===== src/pfscg_pkg.sv =====
package pfscg_pkg;

    // ----------------------------------------------------------------
    // Register map (indices; byte address is four times the index)
    // ----------------------------------------------------------------
    localparam logic [5:0] SEL_IDX      = 6'h0B;
    localparam logic [5:0] PCE_IDX      = 6'h0C;
    localparam logic [5:0] PAD_CTL_IDX  = 6'h10;
    localparam logic [5:0] PAD_STAT_IDX = 6'h11;

    // ----------------------------------------------------------------
    // Field layout
    // ----------------------------------------------------------------
    localparam int SEL_W      = 6;
    localparam int PCE_W      = 16;
    localparam int NPAD       = 6;
    localparam int NPC        = 4;
    localparam int CTL_PE_LSB = 0;
    localparam int CTL_DIR_LSB = 8;
    localparam int PD0        = 4;
    localparam int PD1        = 5;

    // ----------------------------------------------------------------
    // Values after reset
    // ----------------------------------------------------------------
    localparam logic [SEL_W-1:0] SEL_RST     = 6'h00;
    localparam logic [PCE_W-1:0] PCE_RST     = 16'hFFFF;
    localparam logic [NPAD-1:0]  PE_RST      = 6'h0F;
    localparam logic [NPAD-1:0]  DIR_RST     = 6'h00;

    // ----------------------------------------------------------------
    // Bus answers
    // ----------------------------------------------------------------
    localparam logic [1:0] RESP_OKAY   = 2'h0;
    localparam logic [1:0] RESP_SLVERR = 2'h2;

endpackage : pfscg_pkg


===== src/pfscg_top.sv =====
`timescale 1ns/1ns
module pfscg_top (
    input  wire logic        aclk,            // 20 MHz clock
    input  wire logic        aresetn,         // Sync reset, active low
    input  wire logic [7:0]  s_axi_awaddr,    // Write address
    input  wire logic        s_axi_awvalid,   // Write address valid
    output logic             s_axi_awready,   // Write address ready
    input  wire logic [31:0] s_axi_wdata,     // Write data
    input  wire logic [3:0]  s_axi_wstrb,     // Byte enables
    input  wire logic        s_axi_wvalid,    // Write data valid
    output logic             s_axi_wready,    // Write data ready
    output logic [1:0]       s_axi_bresp,     // Write response
    output logic             s_axi_bvalid,    // Write response valid
    input  wire logic        s_axi_bready,    // Write response ready
    input  wire logic [7:0]  s_axi_araddr,    // Read address
    input  wire logic        s_axi_arvalid,   // Read address valid
    output logic             s_axi_arready,   // Read address ready
    output logic [31:0]      s_axi_rdata,     // Read data
    output logic [1:0]       s_axi_rresp,     // Read response
    output logic             s_axi_rvalid,    // Read data valid
    input  wire logic        s_axi_rready,    // Read data ready
    input  wire logic [5:0]  pad_in,          // Pad levels C0-3, D0-1
    output logic [5:0]       pad_out,         // Pad drive values
    output logic [5:0]       pad_oe,          // Pad output enables
    input  wire logic [5:0]  gpio_out,        // Port GPIO drive data
    output logic [5:0]       gpio_in,         // Pad levels to GPIO
    input  wire logic [3:0]  timer_out,       // Timer B channel outputs
    input  wire logic [3:0]  timer_output_enable, // Timer B drive enables
    output logic [3:0]       timer_in,        // Timer B channel inputs
    output logic [3:0]       decoder_in,      // Phase A, B, index, home
    input  wire logic [3:0]  spi_out,         // SPI clk, MOSI, MISO, SS
    input  wire logic [3:0]  spi_oe,          // SPI per-signal drive
    output logic [3:0]       spi_in,          // SPI pad inputs
    input  wire logic        chip_select_two,   // EXTERNAL_MEMORY_INTERFACE chip select 2
    input  wire logic        chip_select_three, // EXTERNAL_MEMORY_INTERFACE chip select 3
    input  wire logic        second_can_transmit, // CAN transmit data
    output logic             second_can_receive,  // CAN receive data
    output logic [15:0]      clk_en,          // Per-peripheral enables
    output logic [15:0]      periph_clk       // Gated peripheral clocks
);

    // ----------------------------------------------------------------
    // Registers
    // ----------------------------------------------------------------
    logic [pfscg_pkg::SEL_W-1:0] sel_reg;
    logic [pfscg_pkg::PCE_W-1:0] pce_reg;
    logic [pfscg_pkg::NPAD-1:0]  pe_reg;
    logic [pfscg_pkg::NPAD-1:0]  dir_reg;
    logic [7:0]                  awaddr_reg;
    logic                        aw_have_reg;
    logic                        w_have_reg;
    logic [31:0]                 wdata_reg;
    logic [3:0]                  wstrb_reg;
    logic [15:0]                 en_neg_reg;
    logic [5:0]                  pad_out_next;
    logic [5:0]                  pad_oe_next;
    logic                        do_write;
    logic [5:0]                  widx;
    logic [5:0]                  ridx;

    assign widx     = awaddr_reg[7:2];
    assign ridx     = s_axi_araddr[7:2];
    assign do_write = aw_have_reg && w_have_reg && !s_axi_bvalid;

    // ----------------------------------------------------------------
    // Bus write channels
    // ----------------------------------------------------------------

    // Address and data are caught separately, in either order
    always_ff @(posedge aclk)
    begin
        if (!aresetn)
        begin
            aw_have_reg <= 1'b0;
            awaddr_reg  <= 8'h00;
        end
        else if (s_axi_awvalid && s_axi_awready)
        begin
            aw_have_reg <= 1'b1;
            awaddr_reg  <= s_axi_awaddr;
        end
        else if (do_write)
            aw_have_reg <= 1'b0;
    end

    always_ff @(posedge aclk)
    begin
        if (!aresetn)
        begin
            w_have_reg <= 1'b0;
            wdata_reg  <= 32'h00000000;
            wstrb_reg  <= 4'h0;
        end
        else if (s_axi_wvalid && s_axi_wready)
        begin
            w_have_reg <= 1'b1;
            wdata_reg  <= s_axi_wdata;
            wstrb_reg  <= s_axi_wstrb;
        end
        else if (do_write)
            w_have_reg <= 1'b0;
    end

    // Ready only while the holding slot is free, so nothing is dropped
    always_ff @(posedge aclk)
    begin
        if (!aresetn)
        begin
            s_axi_awready <= 1'b0;
            s_axi_wready  <= 1'b0;
        end
        else
        begin
            s_axi_awready <= !aw_have_reg && !s_axi_awready
                             && !s_axi_bvalid;
            s_axi_wready  <= !w_have_reg && !s_axi_wready
                             && !s_axi_bvalid;
        end
    end

    // Response after both halves; unknown index answers an error
    always_ff @(posedge aclk)
    begin
        if (!aresetn)
        begin
            s_axi_bvalid <= 1'b0;
            s_axi_bresp  <= pfscg_pkg::RESP_OKAY;
        end
        else if (do_write)
        begin
            s_axi_bvalid <= 1'b1;
            if (widx == pfscg_pkg::SEL_IDX || widx == pfscg_pkg::PCE_IDX
                || widx == pfscg_pkg::PAD_CTL_IDX
                || widx == pfscg_pkg::PAD_STAT_IDX)
                s_axi_bresp <= pfscg_pkg::RESP_OKAY;
            else
                s_axi_bresp <= pfscg_pkg::RESP_SLVERR;
        end
        else if (s_axi_bready)
            s_axi_bvalid <= 1'b0;
    end

    // ----------------------------------------------------------------
    // Configuration registers
    // ----------------------------------------------------------------

    // Only six select bits exist; upper writes fall away
    always_ff @(posedge aclk)
    begin
        if (!aresetn)
            sel_reg <= pfscg_pkg::SEL_RST;
        else if (do_write && widx == pfscg_pkg::SEL_IDX && wstrb_reg[0])
            sel_reg <= wdata_reg[pfscg_pkg::SEL_W-1:0];
    end

    // Clock enables, all running out of reset
    always_ff @(posedge aclk)
    begin
        if (!aresetn)
            pce_reg <= pfscg_pkg::PCE_RST;
        else if (do_write && widx == pfscg_pkg::PCE_IDX)
        begin
            if (wstrb_reg[0])
                pce_reg[7:0] <= wdata_reg[7:0];
            if (wstrb_reg[1])
                pce_reg[15:8] <= wdata_reg[15:8];
        end
    end

    // Per-pad peripheral enable and GPIO direction
    always_ff @(posedge aclk)
    begin
        if (!aresetn)
        begin
            pe_reg  <= pfscg_pkg::PE_RST;
            dir_reg <= pfscg_pkg::DIR_RST;
        end
        else if (do_write && widx == pfscg_pkg::PAD_CTL_IDX)
        begin
            if (wstrb_reg[0])
                pe_reg <= wdata_reg[pfscg_pkg::CTL_PE_LSB +: 6];
            if (wstrb_reg[1])
                dir_reg <= wdata_reg[pfscg_pkg::CTL_DIR_LSB +: 6];
        end
    end

    // ----------------------------------------------------------------
    // Bus read channel
    // ----------------------------------------------------------------

    // One read at a time; address is taken only while idle
    always_ff @(posedge aclk)
    begin
        if (!aresetn)
        begin
            s_axi_arready <= 1'b0;
            s_axi_rvalid  <= 1'b0;
            s_axi_rdata   <= 32'h00000000;
            s_axi_rresp   <= pfscg_pkg::RESP_OKAY;
        end
        else if (s_axi_arvalid && s_axi_arready)
        begin
            s_axi_arready <= 1'b0;
            s_axi_rvalid  <= 1'b1;
            s_axi_rresp   <= pfscg_pkg::RESP_OKAY;
            case (ridx)
                pfscg_pkg::SEL_IDX:
                    s_axi_rdata <= {26'h0000000, sel_reg};
                pfscg_pkg::PCE_IDX:
                    s_axi_rdata <= {16'h0000, pce_reg};
                pfscg_pkg::PAD_CTL_IDX:
                    s_axi_rdata <= {18'h00000, dir_reg, 2'h0, pe_reg};
                pfscg_pkg::PAD_STAT_IDX:
                    s_axi_rdata <= {18'h00000, pad_oe, 2'h0, pad_in};
                default:
                begin
                    s_axi_rdata <= 32'h00000000;
                    s_axi_rresp <= pfscg_pkg::RESP_SLVERR;
                end
            endcase
        end
        else if (s_axi_rvalid)
        begin
            if (s_axi_rready)
                s_axi_rvalid <= 1'b0;
        end
        else
            s_axi_arready <= !s_axi_arready;
    end

    // ----------------------------------------------------------------
    // Port C pad steering
    // ----------------------------------------------------------------

    // Same mux per pin: GPIO, decoder/timer or SPI
    generate
        for (genvar i = 0; i < pfscg_pkg::NPC; i++)
        begin : g_pc
            assign pad_out_next[i] = !pe_reg[i] ? gpio_out[i]
                                   : sel_reg[i] ? spi_out[i]
                                   : timer_out[i];
            assign pad_oe_next[i]  = !pe_reg[i] ? dir_reg[i]
                                   : sel_reg[i] ? spi_oe[i]
                                   : timer_output_enable[i];
        end
    endgenerate

    // ----------------------------------------------------------------
    // Port D pad steering
    // ----------------------------------------------------------------

    // Chip selects and CAN transmit always drive; CAN receive never
    assign pad_out_next[4] = !pe_reg[pfscg_pkg::PD0] ? gpio_out[4]
                           : sel_reg[4] ? second_can_transmit
                           : chip_select_two;
    assign pad_oe_next[4]  = !pe_reg[pfscg_pkg::PD0] ? dir_reg[4]
                           : 1'b1;
    assign pad_out_next[5] = !pe_reg[pfscg_pkg::PD1] ? gpio_out[5]
                           : chip_select_three;
    assign pad_oe_next[5]  = !pe_reg[pfscg_pkg::PD1] ? dir_reg[5]
                           : !sel_reg[5];

    // Pad drive, registered so the pins never see mux glitches
    always_ff @(posedge aclk)
    begin
        if (!aresetn)
        begin
            pad_out <= 6'h00;
            pad_oe  <= 6'h00;
        end
        else
        begin
            pad_out <= pad_out_next;
            pad_oe  <= pad_oe_next;
        end
    end

    // ----------------------------------------------------------------
    // Inputs handed to the peripherals
    // ----------------------------------------------------------------

    // Unselected timer, decoder and SPI see idle levels, CAN receive recessive; GPIO always sees the pads
    always_ff @(posedge aclk)
    begin
        if (!aresetn)
        begin
            gpio_in            <= 6'h00;
            timer_in           <= 4'h0;
            decoder_in         <= 4'h0;
            spi_in             <= 4'h0;
            second_can_receive <= 1'b1;
        end
        else
        begin
            gpio_in    <= pad_in;
            timer_in   <= pad_in[3:0] & pe_reg[3:0] & ~sel_reg[3:0];
            decoder_in <= pad_in[3:0] & pe_reg[3:0] & ~sel_reg[3:0];
            spi_in     <= pad_in[3:0] & pe_reg[3:0] & sel_reg[3:0];
            second_can_receive <= !(pe_reg[5] && sel_reg[5])
                                  || pad_in[5];
        end
    end

    // ----------------------------------------------------------------
    // Peripheral clock gating
    // ----------------------------------------------------------------

    // Enable registered to the peripherals, bit 15 EXTERNAL_MEMORY_INTERFACE to bit 0 PWM A
    always_ff @(posedge aclk)
    begin
        if (!aresetn)
            clk_en <= pfscg_pkg::PCE_RST;
        else
            clk_en <= pce_reg;
    end

    // Enable moves only while the clock is low, so no runt pulses
    always_ff @(negedge aclk)
    begin
        if (!aresetn)
            en_neg_reg <= pfscg_pkg::PCE_RST;
        else
            en_neg_reg <= pce_reg;
    end

    generate
        for (genvar k = 0; k < pfscg_pkg::PCE_W; k++)
        begin : g_gate
            assign periph_clk[k] = aclk & en_neg_reg[k];
        end
    endgenerate
endmodule : pfscg_top


===== config.mk =====
export PLATFORM = sky130hd
export DESIGN_NAME = pfscg_top
export DESIGN_NICKNAME = d
export VERILOG_FILES = /design/src/pfscg_pkg.sv /design/src/pfscg_top.sv
export SDC_FILE = /design/constraint.sdc
export NUM_CORES = 1
export LEC_CHECK = 0
export BUFFER_PORTS_ARGS = -buffer_cell sky130_fd_sc_hd__buf_2
export CAP_MARGIN = 20
export CORE_MARGIN = 2
export CORE_UTILIZATION = 53
export CTS_BUF_LIST = sky130_fd_sc_hd__clkbuf_16
export DETAILED_ROUTE_END_ITERATION = 8
export PLACE_DENSITY = 0.93
export SKIP_LAST_GASP = 1
export SLEW_MARGIN = 40
export SYNTH_ARGS = -nofsm -noshare
export SYNTH_HDL_FRONTEND = slang
export SYNTH_SLANG_ARGS = --single-unit

===== constraint.sdc =====
create_clock -name aclk -period 3.2 [get_ports aclk]
set_clock_uncertainty 0.1 [all_clocks]
set_input_delay 0.64 -clock aclk [delete_from_list [all_inputs] [get_ports aclk]]
set_output_delay 0.64 -clock aclk [all_outputs]
set_load 0.005 [all_outputs]

# Word-level counts from Yosys, hierarchy flattened

Index checks and enable logic that the tools add are counted.

Equality and inequality tests: 8
Muxes and demuxes: 33
Bitwise operators: 21
Reduce and logical (&&, ||, !) cells: 35

Operators with widths:

| cell               | number |
|---|---|
| $pmux 16 s4        | 1 |
| $mux 1             | 29 |
| $eq 6x4->1 const B | 4 |
| $eq 6x5->1 const B | 4 |
| $and 1x1->1        | 16 |
| $mux 16            | 1 |
| $logic_and 1x1->1  | 14 |
| $and 4x4->4        | 3 |
| $logic_not 1->1    | 8 |
| $reduce_and 2->1   | 4 |
| $reduce_bool 2->1  | 3 |
| $logic_or 1x1->1   | 4 |
| $mux 2             | 2 |
| $not 4->4          | 1 |
| $reduce_or 4->1    | 1 |
| $reduce_or 2->1    | 1 |
| $not 1->1          | 1 |

Flip-flop bits (word level): 162
Input port bits: 90
Output and inout bits: 104
Logic and storage cells: 123

# Logic depth before layout (Yosys ltp)

Depth in word-level cells: 5
Depth in mapped cells: 6
Mapped depth without buffers: 5

==> impl_results.md <==
- Clk pwr share: between 60% and 70%
- Worst-path maximum fanout: 1
- Register area: 2850 sq um
- Worst path arrival time: 2890 ps
- Rows: 36
- Placement Cell Area: approximately 6100 sq um
- Via count: 4524
- Drt drc: 0
- Die W: between 100 and 150 microns
- Crit path from: en_neg_reg[2]
- Cell depth of the worst setup path: 2
- Synth Warn #: 0
- Worst reg2reg path depth: 1
- Max-slew violation total from the final report: 0
- Port Buffers: about 150
- Syn Inst Count: approximately 530
- Final setup fails: 32
- Post-DR vias/cell: 5.38
- Cell area power density: approximately 760 nW/um^2
- Failing checks: negative setup slack
- Flop pwr share: 34.6%
- Maximum VDD drop: 558 uV
- Fraction of layout cells with a size suffix above 1: 31.5%
- Mapped Area: roughly 5300 sq um
- Switching power: 1.43 mW
- CP Launch Type: register
- Synthesis-to-layout area growth: 31.7%
- CTS tree: done
- Final cell count without fillers: 841
- Post-synthesis register bit count: 142
- Main flop type after synthesis: dfxtp_1
- Final Hold Vio Count: 0
- Switching Fraction: a little over a quarter
- CP endpoint kind: primary output
- Layout Utilization: 71.7%
- Routability congestion estimate: 0.860
- First-pass GRT wire length: 22.8 mm
- Data required, critical path: 2460 ps
- Clk_lat worst skew: 530 ps
- Largest net degree at the start of global routing: 77
- Fin worst setup slack: -429 ps
- Mapped Avg Cell Area: 10.1 sq um
- Type of the tightest min-delay check: input port to register
- Fillers: 657
- Leakage power figure: between 3 and 4 nW
- FFs w/ async S/R, synth: 0%
- Core Footprint: 9770 sq um
- Sum Neg Setup Slack: -4530 ps
- Max-cap viol count: 0
- Initial Util: 54.5%
- Status: finished, violations left
- Internal: 3.89 mW
- Final ANT Viol Nets: 0
- RSZ-0062 raised after global routing: true
- Combinational fraction of design power: ~3.9%
- Family with the most delay on the worst path: flip-flops
- Total Routed Length: 15.3 mm
- Cell Chain, Critical Path: and2_1 > buf_2
- Full die area: 10900 sq um
- Postcts setup bufs: 0
- Crit path buf inv count: 1
- Yosys cell types: 41
- HPWL Detailed: 9.13 mm
- CP max-delay cell: dfxtp_1
- Reg2reg setup slack: between 800 and 900 ps
- Register area share after synthesis: 53.4%
- CTS clk-pin slew, worst paths: roughly 160 ps
- Aggregate global routing overflow: 0
- DR iter-0 viols: 396
- CP peak stage delay: 390 ps
- Drt pass-1 iters: 6
- Chip height: 104 microns
- Multi-input logic area: 2260 sq um
- Wire per inst: approximately 18 microns
- Initial antenna violation count: 2
- Dpl cells: 784
- Tot Pwr: 5.32 mW
- Number of synthesized flops with an enable pin: 0
- Vias in the first global route: between 4000 and 5000
- # IOs: between 150 and 200
- GRT Overall Usage: 27.4%
- Critical Path End: periph_clk[2]
- Worst Max-Slew Pin Slew: 718 ps
- Critical path type: register to primary output
- RR Startpoint: pce_reg[12]
- Slew margin rel.: between 50% and 60%
- Reg-to-Reg End: en_neg_reg[12]
- Fin area: about 7000 sq um
- Fin nets: 783
## layer usage
metal / global-route usage, % / vias up / share of wire, %
met3: 9.59 / 45 / 8.4
met2: 45.7 / 263 / 52
met4: 19.1 / 2 / 3.1
met5: 0 / - / 0.072
met1: 29.0 / 2115 / 37
li1: - / 2099 / -
## power groups by stage
stage / logic [mW] / clock network [mW] / registers, mW
after floorplan: 0.126 / 0.235 / 1.87
after global placement: 0.193 / 0.376 / 1.87
after detailed placement: 0.201 / 0.376 / 1.87
after CTS: 0.205 / 3.14 / 1.84
after global routing: 0.228 / 3.42 / 1.84
final: 0.207 / 3.27 / 1.84
## how the worst min path moves through the flow
stage / from / endpoint / cells past startpoint
after CTS: pad_in[4] / gpio_in[4] / 2
after floorplan: aw_have_reg / s_axi_awready / 1
after detailed placement: aw_have_reg / s_axi_awready / 1
after global routing: pad_in[4] / gpio_in[4] / 2
final: pad_in[4] / gpio_in[4] / 2
after global placement: aw_have_reg / s_axi_awready / 1
## through the flow
step	setup WS, ps	hold slack [ps]
after floorplan	150	308
after global placement	290	315
after detailed placement	244	325
after CTS	-296	214
after global routing	-465	212
final	-429	223
## cells by family after synthesis
family                    after synthesis  synth area share, %
and+or+nand+nor                       201                 20.6
xor gates and xnor gates                1                0.165
other                                   1               0.0705
buffers and inverters                  54                 5.69
AOI/OAI and AO/OA                      81                 11.6
DFF                                   142                 53.4
muxes                                  45                 8.46
## placed cells by master (no fill, tap or decap), types with 16 or more instances in the layout
cell,instances
buf_2,146
a21boi_0,34
nand2_1,95
mux2i_1,45
inv_1,21
conb_1,18
nand2b_1,21
nor2b_1,16
and2_1,20
dfxtp_1,135
clkbuf_16,26
## cells in the mapped netlist (2+ instances only)
library cell | instances | area, sq um
nand2_1 | 95 | 357
o22ai_1 | 2 | 12.5
nand3_2 | 4 | 40.0
nor2_1 | 6 | 22.5
buf_1 | 2 | 7.51
o211a_1 | 10 | 100
nand4b_1 | 3 | 26.3
o21a_1 | 2 | 15.0
nand2b_1 | 21 | 131
a222oi_1 | 12 | 120
o21ai_0 | 12 | 60.1
buf_4 | 24 | 180
nor3_1 | 2 | 10.0
clkbuf_1 | 20 | 75.1
a21boi_0 | 34 | 255
mux2i_1 | 45 | 450
dfxtp_1 | 142 | 2840
o21ai_1 | 4 | 20.0
nand3_1 | 10 | 50.1
inv_1 | 5 | 18.8
nor2b_1 | 16 | 100
a21boi_1 | 2 | 15.0
nor4_4 | 3 | 63.8
and2_1 | 27 | 169
and3_1 | 5 | 31.3
and3b_1 | 2 | 17.5
## repair_timing
| item | 4_1_cts | 5_1_grt |
|---|---|---|
| setup endpoints to repair | 32 | 32 |
| pin swaps | 15 | 0 |
| hold buffers | 0 | 0 |
| resized for setup | 9 | 12 |
## layout make-up
type | instances | share of cell area, %
clock inverters | 31 | 3.11
repair buffers | 142 | 10.3
diodes | 1 | 0.0357
flip-flops and latches | 142 | 40.7
inverters | 4 | 0.214
well taps | 133 | 2.37
multi-input cells | 346 | 32.2
clock buffers | 42 | 11.0
Note: power is estimated with default switching activity, not from simulation.
